`src/common/ssst_pkg.sv`:
```
// shared constants and types for the slave sync serial channel
// Function
// software loads first transmit byte before master starts the serial clock.
// software keeps divider bits 15..9 of data register zero in slave use.
// writing data while buffer full replaces held transmit data.
// reading pending transmit data never disturbs the shift operation.
// software changes interrupt source select before last bit begins.
// software initialises unit enable, clock, mode, format, data, level in order.
// output level register sets idle data level; enable bit enables data output.
// writing 1 to start trigger sets the operating status bit.
// after unit enable rewrite in stop, software fully reinitialises.
// in stop mode channel halts unless wake receive is enabled.
// wake receive enable is accepted by channel 0 only.
// software sets wake bit just before entering stop mode.
// software starts channel 0 before entering stop mode.
// in stop, valid clock edge enters wake state and starts reception.
// wake receive only with fast on-chip oscillator as system clock.
// master keeps link at or below 1 Mbps during wake receive.
// software reads wake data while wake bit set, before next edge.
// software stops channel 0 before and after wake receive.
// software clears wake bit after wake reception completes.
// while wake bit set, receive full and overrun flags hold.
// source select picks transfer end or buffer empty interrupt.
// only error is overrun, set when unread data gets overwritten.
// serial clock sampled by core clock, limiting rate to one sixth.
// data phase 1 starts data input and output half a period earlier.
// serial clock passes two-stage synchroniser; edges drive shift and sample.
// in wake receive, each finished frame raises interrupt and wakes core.
// transfer status high from first active edge until last bit shifted.
package ssst_pkg;
  localparam int ADDR_W = 8;
  localparam logic [7:0] OFS_MODE = 8'h00;
  localparam logic [7:0] OFS_FMT = 8'h04;
  localparam logic [7:0] OFS_DATA = 8'h08;
  localparam logic [7:0] OFS_OLVL = 8'h0c;
  localparam logic [7:0] OFS_OEN = 8'h10;
  localparam logic [7:0] OFS_START = 8'h14;
  localparam logic [7:0] OFS_STOP = 8'h18;
  localparam logic [7:0] OFS_STAT = 8'h1c;
  localparam logic [7:0] OFS_STBY = 8'h20;
  localparam logic [7:0] OFS_FCLR = 8'h24;
  localparam logic [7:0] OFS_PER = 8'h28;
  localparam int MODE_IRQSEL = 0;
  localparam int MODE_CCS = 14;
  localparam int FMT_DAP = 13;
  localparam int FMT_CKP = 12;
  localparam int FMT_DIR = 7;
  localparam int FMT_DLS = 0;
  localparam int STAT_TSF = 0;
  localparam int STAT_BFF = 1;
  localparam int STAT_OVF = 2;
  localparam int STAT_OP = 3;
  localparam int STAT_TXF = 4;
  localparam logic [15:0] MODE_RST = 16'h0020;
  localparam logic [15:0] FMT_RST = 16'h0007;
  localparam logic [15:0] DATA_RST = 16'h0000;
  localparam logic OLVL_RST = 1'b1;
  localparam logic [3:0] LEN8 = 4'h8;
  localparam logic [3:0] LEN7 = 4'h7;
  localparam logic [1:0] RESP_OK = 2'b00;
  localparam logic [1:0] RESP_SLVERR = 2'b10;
  typedef struct packed {
    logic dap;
    logic ckp;
    logic lsb;
    logic len8;
  } ssst_fmt_s;
  typedef enum logic {ST_IDLE = 1'b0, ST_SHIFT = 1'b1} ssst_st_e;
endpackage : ssst_pkg

```
`src/ssst_chan.sv`:
```
// slave three-wire serial channel with wake receive, axi4-lite registers
//
// The implementer's own choices: the placing of the registers and the AXI4-Lite interface to the registers.
module ssst_chan #(
  parameter int CHAN_ID = 0
) (
  input wire logic core_clk,
  input wire logic rst,
  input wire logic [7:0] s_axi_awaddr,
  input wire logic s_axi_awvalid,
  output logic s_axi_awready,
  input wire logic [31:0] s_axi_wdata,
  input wire logic [3:0] s_axi_wstrb,
  input wire logic s_axi_wvalid,
  output logic s_axi_wready,
  output logic [1:0] s_axi_bresp,
  output logic s_axi_bvalid,
  input wire logic s_axi_bready,
  input wire logic [7:0] s_axi_araddr,
  input wire logic s_axi_arvalid,
  output logic s_axi_arready,
  output logic [31:0] s_axi_rdata,
  output logic [1:0] s_axi_rresp,
  output logic s_axi_rvalid,
  input wire logic s_axi_rready,
  input wire logic core_stop,
  input wire logic serial_clock_pin,
  input wire logic serial_data_in,
  output logic serial_data_out,
  output logic serial_data_oe,
  output logic transfer_irq,
  output logic cpu_wake,
  output logic wake_receive_mode
);
  logic [15:0] mode_q, fmt_q, data_q;
  logic olvl_q, op_q, wake_q, unit_en_q, srst;
  logic [7:0] awaddr_q;
  logic [31:0] wdata_q;
  logic [3:0] wstrb_q;
  logic aw_have_q, w_have_q, do_wr, rd_take, rd_data_hit;
  logic sck_s1, sck_s2, sck_s3, sdi_s1, sdi_s2;
  ssst_pkg::ssst_st_e st_q;
  logic [3:0] cnt_q, len;
  logic [7:0] tsh_q, rsh_q, src, shifted, rx_next;
  logic bff_q, ovf_q, txf_q;
  logic active, rise, fall, lead, trail, samp, pres, last, load, cur_bit;
  ssst_pkg::ssst_fmt_s f;

  function automatic logic [15:0] wmerge(input logic [15:0] old, input logic [31:0] nw,
                                         input logic [3:0] strb);
    wmerge = {strb[1] ? nw[15:8] : old[15:8], strb[0] ? nw[7:0] : old[7:0]};
  endfunction : wmerge

  assign srst = rst | ~unit_en_q;

  // write channel: address and data taken in either order
  always_ff @(posedge core_clk)
  begin
    if (rst)
    begin
      s_axi_awready <= 1'b0;
      s_axi_wready <= 1'b0;
      s_axi_bvalid <= 1'b0;
      s_axi_bresp <= ssst_pkg::RESP_OK;
      aw_have_q <= 1'b0;
      w_have_q <= 1'b0;
      awaddr_q <= 8'h00;
      wdata_q <= 32'h0000_0000;
      wstrb_q <= 4'h0;
    end
    else
    begin
      if (s_axi_awvalid && s_axi_awready)
      begin
        awaddr_q <= s_axi_awaddr;
        aw_have_q <= 1'b1;
        s_axi_awready <= 1'b0;
      end
      else if (!aw_have_q && !s_axi_bvalid)
        s_axi_awready <= 1'b1;
      if (s_axi_wvalid && s_axi_wready)
      begin
        wdata_q <= s_axi_wdata;
        wstrb_q <= s_axi_wstrb;
        w_have_q <= 1'b1;
        s_axi_wready <= 1'b0;
      end
      else if (!w_have_q && !s_axi_bvalid)
        s_axi_wready <= 1'b1;
      if (do_wr)
      begin
        aw_have_q <= 1'b0;
        w_have_q <= 1'b0;
        s_axi_bvalid <= 1'b1;
        s_axi_bresp <= (awaddr_q[1:0] != 2'b00 || awaddr_q > ssst_pkg::OFS_PER) ?
                       ssst_pkg::RESP_SLVERR : ssst_pkg::RESP_OK;
      end
      else if (s_axi_bvalid && s_axi_bready)
        s_axi_bvalid <= 1'b0;
    end
  end

  assign do_wr = aw_have_q & w_have_q & ~s_axi_bvalid;
  assign rd_take = s_axi_arvalid & s_axi_arready;
  assign rd_data_hit = rd_take & (s_axi_araddr == ssst_pkg::OFS_DATA);

  // read channel: one-cycle answer, reads have no effect on shifting
  always_ff @(posedge core_clk)
  begin
    if (rst)
    begin
      s_axi_arready <= 1'b0;
      s_axi_rvalid <= 1'b0;
      s_axi_rdata <= 32'h0000_0000;
      s_axi_rresp <= ssst_pkg::RESP_OK;
    end
    else if (rd_take)
    begin
      s_axi_arready <= 1'b0;
      s_axi_rvalid <= 1'b1;
      s_axi_rresp <= ssst_pkg::RESP_OK;
      case (s_axi_araddr)
        ssst_pkg::OFS_MODE: s_axi_rdata <= {16'h0000, mode_q};
        ssst_pkg::OFS_FMT: s_axi_rdata <= {16'h0000, fmt_q};
        ssst_pkg::OFS_DATA: s_axi_rdata <= {16'h0000, data_q[15:9], 1'b0, data_q[7:0]};
        ssst_pkg::OFS_OLVL: s_axi_rdata <= {31'h0, olvl_q};
        ssst_pkg::OFS_OEN: s_axi_rdata <= {31'h0, serial_data_oe};
        ssst_pkg::OFS_START, ssst_pkg::OFS_STOP: s_axi_rdata <= {31'h0, op_q};
        ssst_pkg::OFS_STAT: s_axi_rdata <= {27'h0, txf_q, op_q, ovf_q, bff_q, st_q};
        ssst_pkg::OFS_STBY: s_axi_rdata <= {31'h0, wake_q};
        ssst_pkg::OFS_FCLR: s_axi_rdata <= 32'h0000_0000;
        ssst_pkg::OFS_PER: s_axi_rdata <= {31'h0, unit_en_q};
        default:
        begin
          s_axi_rdata <= 32'h0000_0000;
          s_axi_rresp <= ssst_pkg::RESP_SLVERR;
        end
      endcase
    end
    else if (s_axi_rvalid && s_axi_rready)
      s_axi_rvalid <= 1'b0;
    else if (!s_axi_rvalid)
      s_axi_arready <= 1'b1;
  end

  // unit enable survives its own unit reset
  always_ff @(posedge core_clk)
  begin
    if (rst)
      unit_en_q <= 1'b0;
    else if (do_wr && awaddr_q == ssst_pkg::OFS_PER && wstrb_q[0])
      unit_en_q <= wdata_q[0];
  end

  // configuration and trigger registers
  always_ff @(posedge core_clk)
  begin
    if (srst)
    begin
      mode_q <= ssst_pkg::MODE_RST;
      fmt_q <= ssst_pkg::FMT_RST;
      olvl_q <= ssst_pkg::OLVL_RST;
      serial_data_oe <= 1'b0;
      op_q <= 1'b0;
      wake_q <= 1'b0;
    end
    else if (do_wr)
    begin
      case (awaddr_q)
        ssst_pkg::OFS_MODE: mode_q <= wmerge(mode_q, wdata_q, wstrb_q);
        ssst_pkg::OFS_FMT: fmt_q <= wmerge(fmt_q, wdata_q, wstrb_q);
        ssst_pkg::OFS_OLVL: if (wstrb_q[0]) olvl_q <= wdata_q[0];
        ssst_pkg::OFS_OEN: if (wstrb_q[0]) serial_data_oe <= wdata_q[0];
        ssst_pkg::OFS_START: if (wstrb_q[0] && wdata_q[0]) op_q <= 1'b1;
        ssst_pkg::OFS_STOP: if (wstrb_q[0] && wdata_q[0]) op_q <= 1'b0;
        // only channel 0 can hold the wake enable
        ssst_pkg::OFS_STBY: if (wstrb_q[0]) wake_q <= wdata_q[0] && CHAN_ID == 0;
        default: op_q <= op_q;
      endcase
    end
  end

  // two-stage synchronisers; edges only from settled samples
  always_ff @(posedge core_clk)
  begin
    if (rst)
    begin
      // idle level of the clock pin, so no false edge follows reset
      sck_s1 <= 1'b1;
      sck_s2 <= 1'b1;
      sck_s3 <= 1'b1;
      sdi_s1 <= 1'b0;
      sdi_s2 <= 1'b0;
    end
    else
    begin
      sck_s1 <= serial_clock_pin;
      sck_s2 <= sck_s1;
      sck_s3 <= sck_s2;
      sdi_s1 <= serial_data_in;
      sdi_s2 <= sdi_s1;
    end
  end

  assign f = '{dap: fmt_q[ssst_pkg::FMT_DAP], ckp: fmt_q[ssst_pkg::FMT_CKP],
               lsb: fmt_q[ssst_pkg::FMT_DIR], len8: fmt_q[ssst_pkg::FMT_DLS]};
  assign rise = sck_s2 & ~sck_s3;
  assign fall = ~sck_s2 & sck_s3;
  assign lead = f.ckp ? rise : fall;
  assign trail = f.ckp ? fall : rise;
  // stop mode freezes the channel unless wake receive is armed
  assign active = op_q & mode_q[ssst_pkg::MODE_CCS] & (~core_stop | wake_q);
  assign samp = active & (f.dap ? lead : trail);
  assign pres = active & (f.dap ? trail : lead);
  assign len = f.len8 ? ssst_pkg::LEN8 : ssst_pkg::LEN7;
  assign last = samp & (cnt_q == len - 4'h1);
  // a frame opens only on a leading edge; with data phase 1 the trailing
  // edge after the last bit must not restart the shifter
  assign load = (st_q == ssst_pkg::ST_IDLE) & active & lead;
  // idle shifter reads the data register, so first bit needs no edge
  assign src = (st_q == ssst_pkg::ST_SHIFT) ? tsh_q : data_q[7:0];
  assign cur_bit = f.lsb ? src[0] : (f.len8 ? src[7] : src[6]);
  assign shifted = f.lsb ? {1'b0, src[7:1]} : {src[6:0], 1'b0};
  assign rx_next = f.lsb ? (f.len8 ? {sdi_s2, rsh_q[7:1]} : {1'b0, sdi_s2, rsh_q[6:1]})
                         : {rsh_q[6:0], sdi_s2};

  // shift engine; state is busy from first active edge to last bit
  always_ff @(posedge core_clk)
  begin
    if (srst || !op_q)
    begin
      st_q <= ssst_pkg::ST_IDLE;
      cnt_q <= 4'h0;
      tsh_q <= 8'h00;
      rsh_q <= 8'h00;
    end
    else if (samp)
    begin
      tsh_q <= shifted;
      rsh_q <= rx_next;
      st_q <= last ? ssst_pkg::ST_IDLE : ssst_pkg::ST_SHIFT;
      cnt_q <= last ? 4'h0 : cnt_q + 4'h1;
    end
    else if (load)
    begin
      tsh_q <= data_q[7:0];
      st_q <= ssst_pkg::ST_SHIFT;
    end
  end

  // data out: idle level when disabled, or between frames with data phase 0; data phase 1 presents the first bit
  always_ff @(posedge core_clk)
  begin
    if (srst)
      serial_data_out <= ssst_pkg::OLVL_RST;
    else if (!serial_data_oe)
      serial_data_out <= olvl_q;
    else if (pres)
      serial_data_out <= cur_bit;
    else if (st_q == ssst_pkg::ST_IDLE)
      serial_data_out <= f.dap ? cur_bit : olvl_q;
  end

  // shared data register: software write overwrites held data
  always_ff @(posedge core_clk)
  begin
    if (srst)
      data_q <= ssst_pkg::DATA_RST;
    else
    begin
      if (do_wr && awaddr_q == ssst_pkg::OFS_DATA)
        data_q <= wmerge(data_q, wdata_q, wstrb_q) & 16'hfeff;
      // received byte wins the low byte over a same-cycle write
      if (last)
        data_q[7:0] <= f.len8 ? rx_next : {1'b0, rx_next[6:0]};
    end
  end

  // flags: a hardware set beats a same-cycle clear
  always_ff @(posedge core_clk)
  begin
    if (srst)
    begin
      bff_q <= 1'b0;
      ovf_q <= 1'b0;
      txf_q <= 1'b0;
    end
    else
    begin
      if (last && !wake_q)
        bff_q <= 1'b1;
      else if (rd_data_hit)
        bff_q <= 1'b0;
      if (last && !wake_q && bff_q)
        ovf_q <= 1'b1;
      else if (do_wr && awaddr_q == ssst_pkg::OFS_FCLR && wstrb_q[0] &&
               wdata_q[ssst_pkg::STAT_OVF])
        ovf_q <= 1'b0;
      if (do_wr && awaddr_q == ssst_pkg::OFS_DATA && wstrb_q[0])
        txf_q <= 1'b1;
      else if (load)
        txf_q <= 1'b0;
    end
  end

  // interrupt pulse: frame end or buffer empty per source select; frame end regardless of source select while the wake bit is set
  always_ff @(posedge core_clk)
  begin
    if (srst)
    begin
      transfer_irq <= 1'b0;
      cpu_wake <= 1'b0;
      wake_receive_mode <= 1'b0;
    end
    else
    begin
      transfer_irq <= (last && (!mode_q[ssst_pkg::MODE_IRQSEL] || wake_q)) ||
                      (load && mode_q[ssst_pkg::MODE_IRQSEL] && !wake_q);
      cpu_wake <= last && wake_q && core_stop;
      if (!core_stop)
        wake_receive_mode <= 1'b0;
      else if (wake_q && active && (rise || fall))
        wake_receive_mode <= 1'b1;
    end
  end
endmodule : ssst_chan

```
`config.mk`:
```
export PLATFORM = sky130hd
export DESIGN_NAME = ssst_chan
export DESIGN_NICKNAME = d
export VERILOG_FILES = /design/src/common/ssst_pkg.sv /design/src/ssst_chan.sv
export SDC_FILE = /design/constraint.sdc
export NUM_CORES = 1
export LEC_CHECK = 0
export BUFFER_PORTS_ARGS = -buffer_cell sky130_fd_sc_hd__buf_4
export CORE_MARGIN = 2
export CORE_UTILIZATION = 50
export DETAILED_ROUTE_END_ITERATION = 6
export PLACE_DENSITY = 0.71
export SYNTH_ARGS = -nofsm -noshare
export SYNTH_HDL_FRONTEND = slang
export SYNTH_SLANG_ARGS = --single-unit
```
`constraint.sdc`:
```
create_clock -name core_clk -period 5 [get_ports core_clk]
set_input_delay 1 -clock core_clk [delete_from_list [all_inputs] [get_ports core_clk]]
set_output_delay 1 -clock core_clk [all_outputs]
set_load 0.01 [all_outputs]
```
### Word-level counts from Yosys, hierarchy flattened

Cells that the tools add are included.

* bits in registers: 154
* input port bits: 62
* output and inout bits: 46
* word-level logic and storage cells: 194

* add/subtract/negate cells: 2
* magnitude comparators: 1
* equality and inequality tests: 23
* multiplexer cells: 41
* bitwise gates (word level): 23
* reductions and logical operators: 64

Operator list (number)
* 16-bit one-hot mux with 9 select lines: 1
* 8-bit 2-to-1 mux: 10
* 8-bit by 5-bit equality test with 1-bit output, second input constant: 7
* 8-bit by 6-bit equality test with 1-bit output, second input constant: 6
* 8-bit by 4-bit equality test with 1-bit output, second input constant: 4
* 1-bit 2-to-1 mux: 25
* 1-bit logical AND: 23
* 3-bit AND reduction: 7
* 2-bit nonzero test: 10
* 8-bit by 3-bit equality test with 1-bit output, second input constant: 2
* 8-bit logical NOT: 2
* 1-bit bitwise AND: 13
* 2-bit OR reduction: 6
* 11-bit OR reduction: 1
* 8-bit by 6-bit greater-than comparator with 1-bit output, second input constant: 1
* 4-bit 2-to-1 mux: 2
* 1-bit NOT: 8
* 1-bit logical NOT: 6
* 2-bit AND reduction: 3
* 1-bit logical OR: 5
* 4-bit by 1-bit adder with 4-bit output, second input constant: 1
* 4-bit equality test: 1
* 2-bit 2-to-1 mux: 2
* 2-bit != test, second input constant: 2
* 5 further kinds: 6

### Depth between registers and ports, before layout

* word-level depth: 9
* gate-level depth with buffers: 8
* depth with buffers taken out: 7

### Least setup slack after synthesis

Ideal clock, no wire load.

* kind: input to register
* start point: input port s_axi_araddr[7]
* end point: register s_axi_rdata[10]
* library setup time: 65 ps
* arrival: 2180 ps
* path slack: 2755 ps
* stages on the path: 5
* path buffers: 1
* path through: or4_1 nor4_2 buf_2 a22oi_1 nor2_1

* cells in the longest elaborated chain, start to end: 3
* elaborated cells between the ends (all ways): 12
* classes of those cells: eq/ne: 9; mux: 1; reduce/logical: 2

RTL lines
* start: declaration: line ssst_chan.sv:19 `input wire logic [7:0] s_axi_araddr,`
* 8-bit by 5-bit equality test with 1-bit output: line ssst_chan.sv:122 `case (s_axi_araddr)`
* 2-bit OR reduction
* 16-bit one-hot mux with 9 select lines (*): line ssst_chan.sv:122
* end signal: assignment: line ssst_chan.sv:123 `ssst_pkg::OFS_MODE: s_axi_rdata <= {16'h0000, mode_q};`
* end signal: assignment: line ssst_chan.sv:124 `ssst_pkg::OFS_FMT: s_axi_rdata <= {16'h0000, fmt_q};`
* end signal: assignment: line ssst_chan.sv:125 `ssst_pkg::OFS_DATA: s_axi_rdata <= {16'h0000, data_q[15:9], 1'b0, data_q[7:0]};`
* end: declaration: line ssst_chan.sv:22 `output logic [31:0] s_axi_rdata,`

Every way passes the cells marked *; elsewhere a longest branch is shown, timed or not.
A chain may end at the register's enable or synchronous reset.

### Worst setup path in the final report

* start point: input port s_axi_araddr[7]
* end point: register bff_q

* cells in the longest elaborated chain, start to end: 3

RTL lines
* 8-bit by 4-bit equality test with 1-bit output: line ssst_chan.sv:105 `assign rd_data_hit = rd_take & (s_axi_araddr == ssst_pkg::OFS_DATA);`
* 1-bit bitwise AND: line ssst_chan.sv:105
* 2-bit nonzero test (no source line)
* end signal: assignment: line ssst_chan.sv:284 `bff_q <= 1'b0;`
* end signal: assignment: line ssst_chan.sv:291 `bff_q <= 1'b1;`
* end signal: assignment: line ssst_chan.sv:293 `bff_q <= 1'b0;`
* end: declaration: line ssst_chan.sv:45 `logic bff_q, ovf_q, txf_q;`

No other way between the ends.

==> reports/results.tsv <==
metric	value	unit
final setup TNS	0	ps
Core Area	12110	um2
Clk Latency, worst-skew pair	420	ps
clk root buf	clkbuf_16	
drt initial violations	358	
routability cong.	0.9136	
Syn. warnings	0	
via count	5312	
worst endpoint required time	5290	ps
CTS Sinks	136	
worst r2r path cells	5	
Reg area	2723	um2
Cells after DPL	922	
Syn Inst Count	723	
n_diodes	0	
Hold WC Path Type	reg -> reg	
first-pass GRT wire length	24.75	mm
reg2reg end	bff_q$_SDFFE_PP0P_	
post-CTS setup buffer count	0	
Pre-Repair DR Iteration Count	5	
clk slew on worst S/H paths	60	ps
I/O pin count	108	
Main synth FF type	dfxtp_1	
P_leak	2.780	nW
Slew Viols, Final	0	
DP Wirelength	10.68	mm
initial antenna violation count	0	
crit path from	s_axi_araddr[7]	
kind of critical path	in -> reg	
Tmin final	2680	ps
Setup crit end kind	flip-flop	
initial core utilization	0.5173	
CP Data Arrival Time	2970	ps
syn avg cell area	8.665	um2
Netlist Area Pre-Place	6265	um2
Synth cell types	63	
I/O Buffers	71	
FFs w/ async S/R, synth	0	
nets	838	
Post-CTS Resized	0	
internal reg-to-reg setup slack	2680	ps
Die X	115.9	um
PnR worst setup slack	2320	ps
Tot Pwr	2.485	mW
drc violations	0	
Reg-to-Reg Start	s_axi_arready$_SDFFE_PP0P_	
worst-path fanout max	12	
Max Clock Freq	373.1	MHz
vias in the first global route	5020	
final std cells w/o fill	954	
Via density	5.568	
FF+latch count, synth	136	
crit path launch type	primary input	
CTS Buf Count	17	
Power per Cell Area	338.0	nW/um2
Max Cap Viol	0	
final hold viol count	0	
hold-fix buffers at CTS	0	
Final Setup Violations	0	
layout cells sized above 1	0.1730	
H-tree levels	4	
status	complete, no violations	
EDFF count, synth	0	
height of the die	115.9	um
total gr overflow	0	
Layout Utilization	0.6071	
post-DR wirelength/cell	15.99	um
worst setup skew after layout	7.032	ps
area of the multi-input gates	3226	um2
CTS tree	built	
GRT Overall Usage	0.2385	
Area Growth Syn to Fin	17.38	%
Fill cells	1060	
Slew headroom	0.2168	
Least-Margin Pin Slew	1165	ps
clk buf depth	2	
largest net degree at the start of global routing	57	
pre-CTS setup slack	1963	ps
sequential share of the synthesized area	0.4346	
die area	13440	um2
CP endpoint	bff_q$_SDFFE_PP0P_	
RSZ-0062 raised after global routing	no	
final wirelength	15.26	mm
part of the cycle the worst path needs	0.5360	
DRT antenna net count	0	
peak supply drop	0.2074	mV
Row Count	40	
[flip-flops by register name, indices dropped and copies added, names as in the netlist, 2 cells and up]
| name | cells |
|---|---|
| awaddr_q | 8 |
| s_axi_rdata | 16 |
| mode_q | 16 |
| rsh_q | 8 |
| wstrb_q | 2 |
| data_q | 15 |
| cnt_q | 4 |
| fmt_q | 16 |
| wdata_q | 16 |
| tsh_q | 8 |
[layer usage]
layer / vias to the layer above / track usage / routed length (um)
li1: 2599 / - / -
met1: 2491 / 0.3169 / 6911
met2: 187 / 0.3692 / 6944
met3: 35 / 0.05544 / 1027
met4: 0 / 0.1119 / 374
met5: - / 0 / 0
[metrics by stage]
stage | hold WS (ps) | instance area (um2)
after global routing | 430.7 | 7353
after global placement | 395.8 | 6755
final | 408.1 | 7353
after floorplan | 389.5 | 6329
after CTS | 410.8 | 7353
after detailed placement | 397.5 | 6755
[worst max-delay path, cell delays in order]
cell	delay, ps
buf_4	110
or4_1	600
nor4_2	900
nand2_1	150
nand2_1	130
a21oi_1	70
[report_power, final]
part           switching [mW]  internal (mW)  total, mW
clock network           0.466          0.763       1.23
registers              0.0237           1.10       1.13
logic                  0.0752         0.0552      0.130
total                   0.565           1.92       2.49
[cell usage after synthesis (4+ instances only)]
cell type / count / area [um2]
inv_1: 11 / 41.29
a222oi_1: 4 / 40.04
mux2i_1: 62 / 620.6
o21ai_0: 26 / 130.1
mux4_2: 5 / 112.6
nand2b_1: 8 / 50.05
nand2_1: 125 / 469.2
clkbuf_1: 24 / 90.09
a211oi_1: 8 / 60.06
a21oi_1: 62 / 310.3
nor2_1: 67 / 251.5
dfxtp_1: 136 / 2723
a31oi_1: 8 / 50.05
a21o_1: 7 / 52.55
nor2b_1: 8 / 50.05
buf_2: 13 / 65.06
a22oi_1: 18 / 135.1
nor4_1: 4 / 25.02
nor3_1: 12 / 60.06
or2_2: 4 / 25.02
buf_4: 20 / 150.1
nand3_1: 26 / 130.1
[final cells by class]
cell class              instances  share of cell area
flip-flops and latches        136              0.3703
inverters                      11            0.005615
clock buffers                  23             0.06908
well taps                     168             0.02859
multi-input cells             533              0.4387
clock inverters                 9             0.01225
repair buffers                 74             0.07555
[cell usage in the layout, fill, tap and decap left out, drive strengths merged, types with 23 or more instances in the layout]
master	synthesis	layout
a21oi	62	62
dfxtp	136	136
buf	36	74
mux2i	62	62
clkbuf	24	23
nand3	26	26
nor2	70	70
o21ai	29	29
nand2	128	128
[how the worst min path moves through the flow]
stage | start | end | slack, ps | depth (start not counted)
floorplan | sck_s1$_SDFF_PP1_ | sck_s2$_SDFF_PP1_ | 390 | 1
global placement | sck_s1$_SDFF_PP1_ | sck_s2$_SDFF_PP1_ | 400 | 1
detailed placement | sck_s1$_SDFF_PP1_ | sck_s2$_SDFF_PP1_ | 400 | 1
CTS | sck_s1$_SDFF_PP1_ | sck_s2$_SDFF_PP1_ | 410 | 1
global route | sck_s1$_SDFF_PP1_ | sck_s2$_SDFF_PP1_ | 430 | 1
finish | sck_s1$_SDFF_PP1_ | sck_s2$_SDFF_PP1_ | 410 | 1
[kinds of logic after synthesis]
family,synth area share
simple gates,0.2221
mux,0.1212
compound gates,0.1480
xor+xnor,0.006792
flops,0.4346
fa+ha+maj,0.005992
buf+inv,0.06071
other cells,0.0005986
Power figures use the tool's default switching activity.
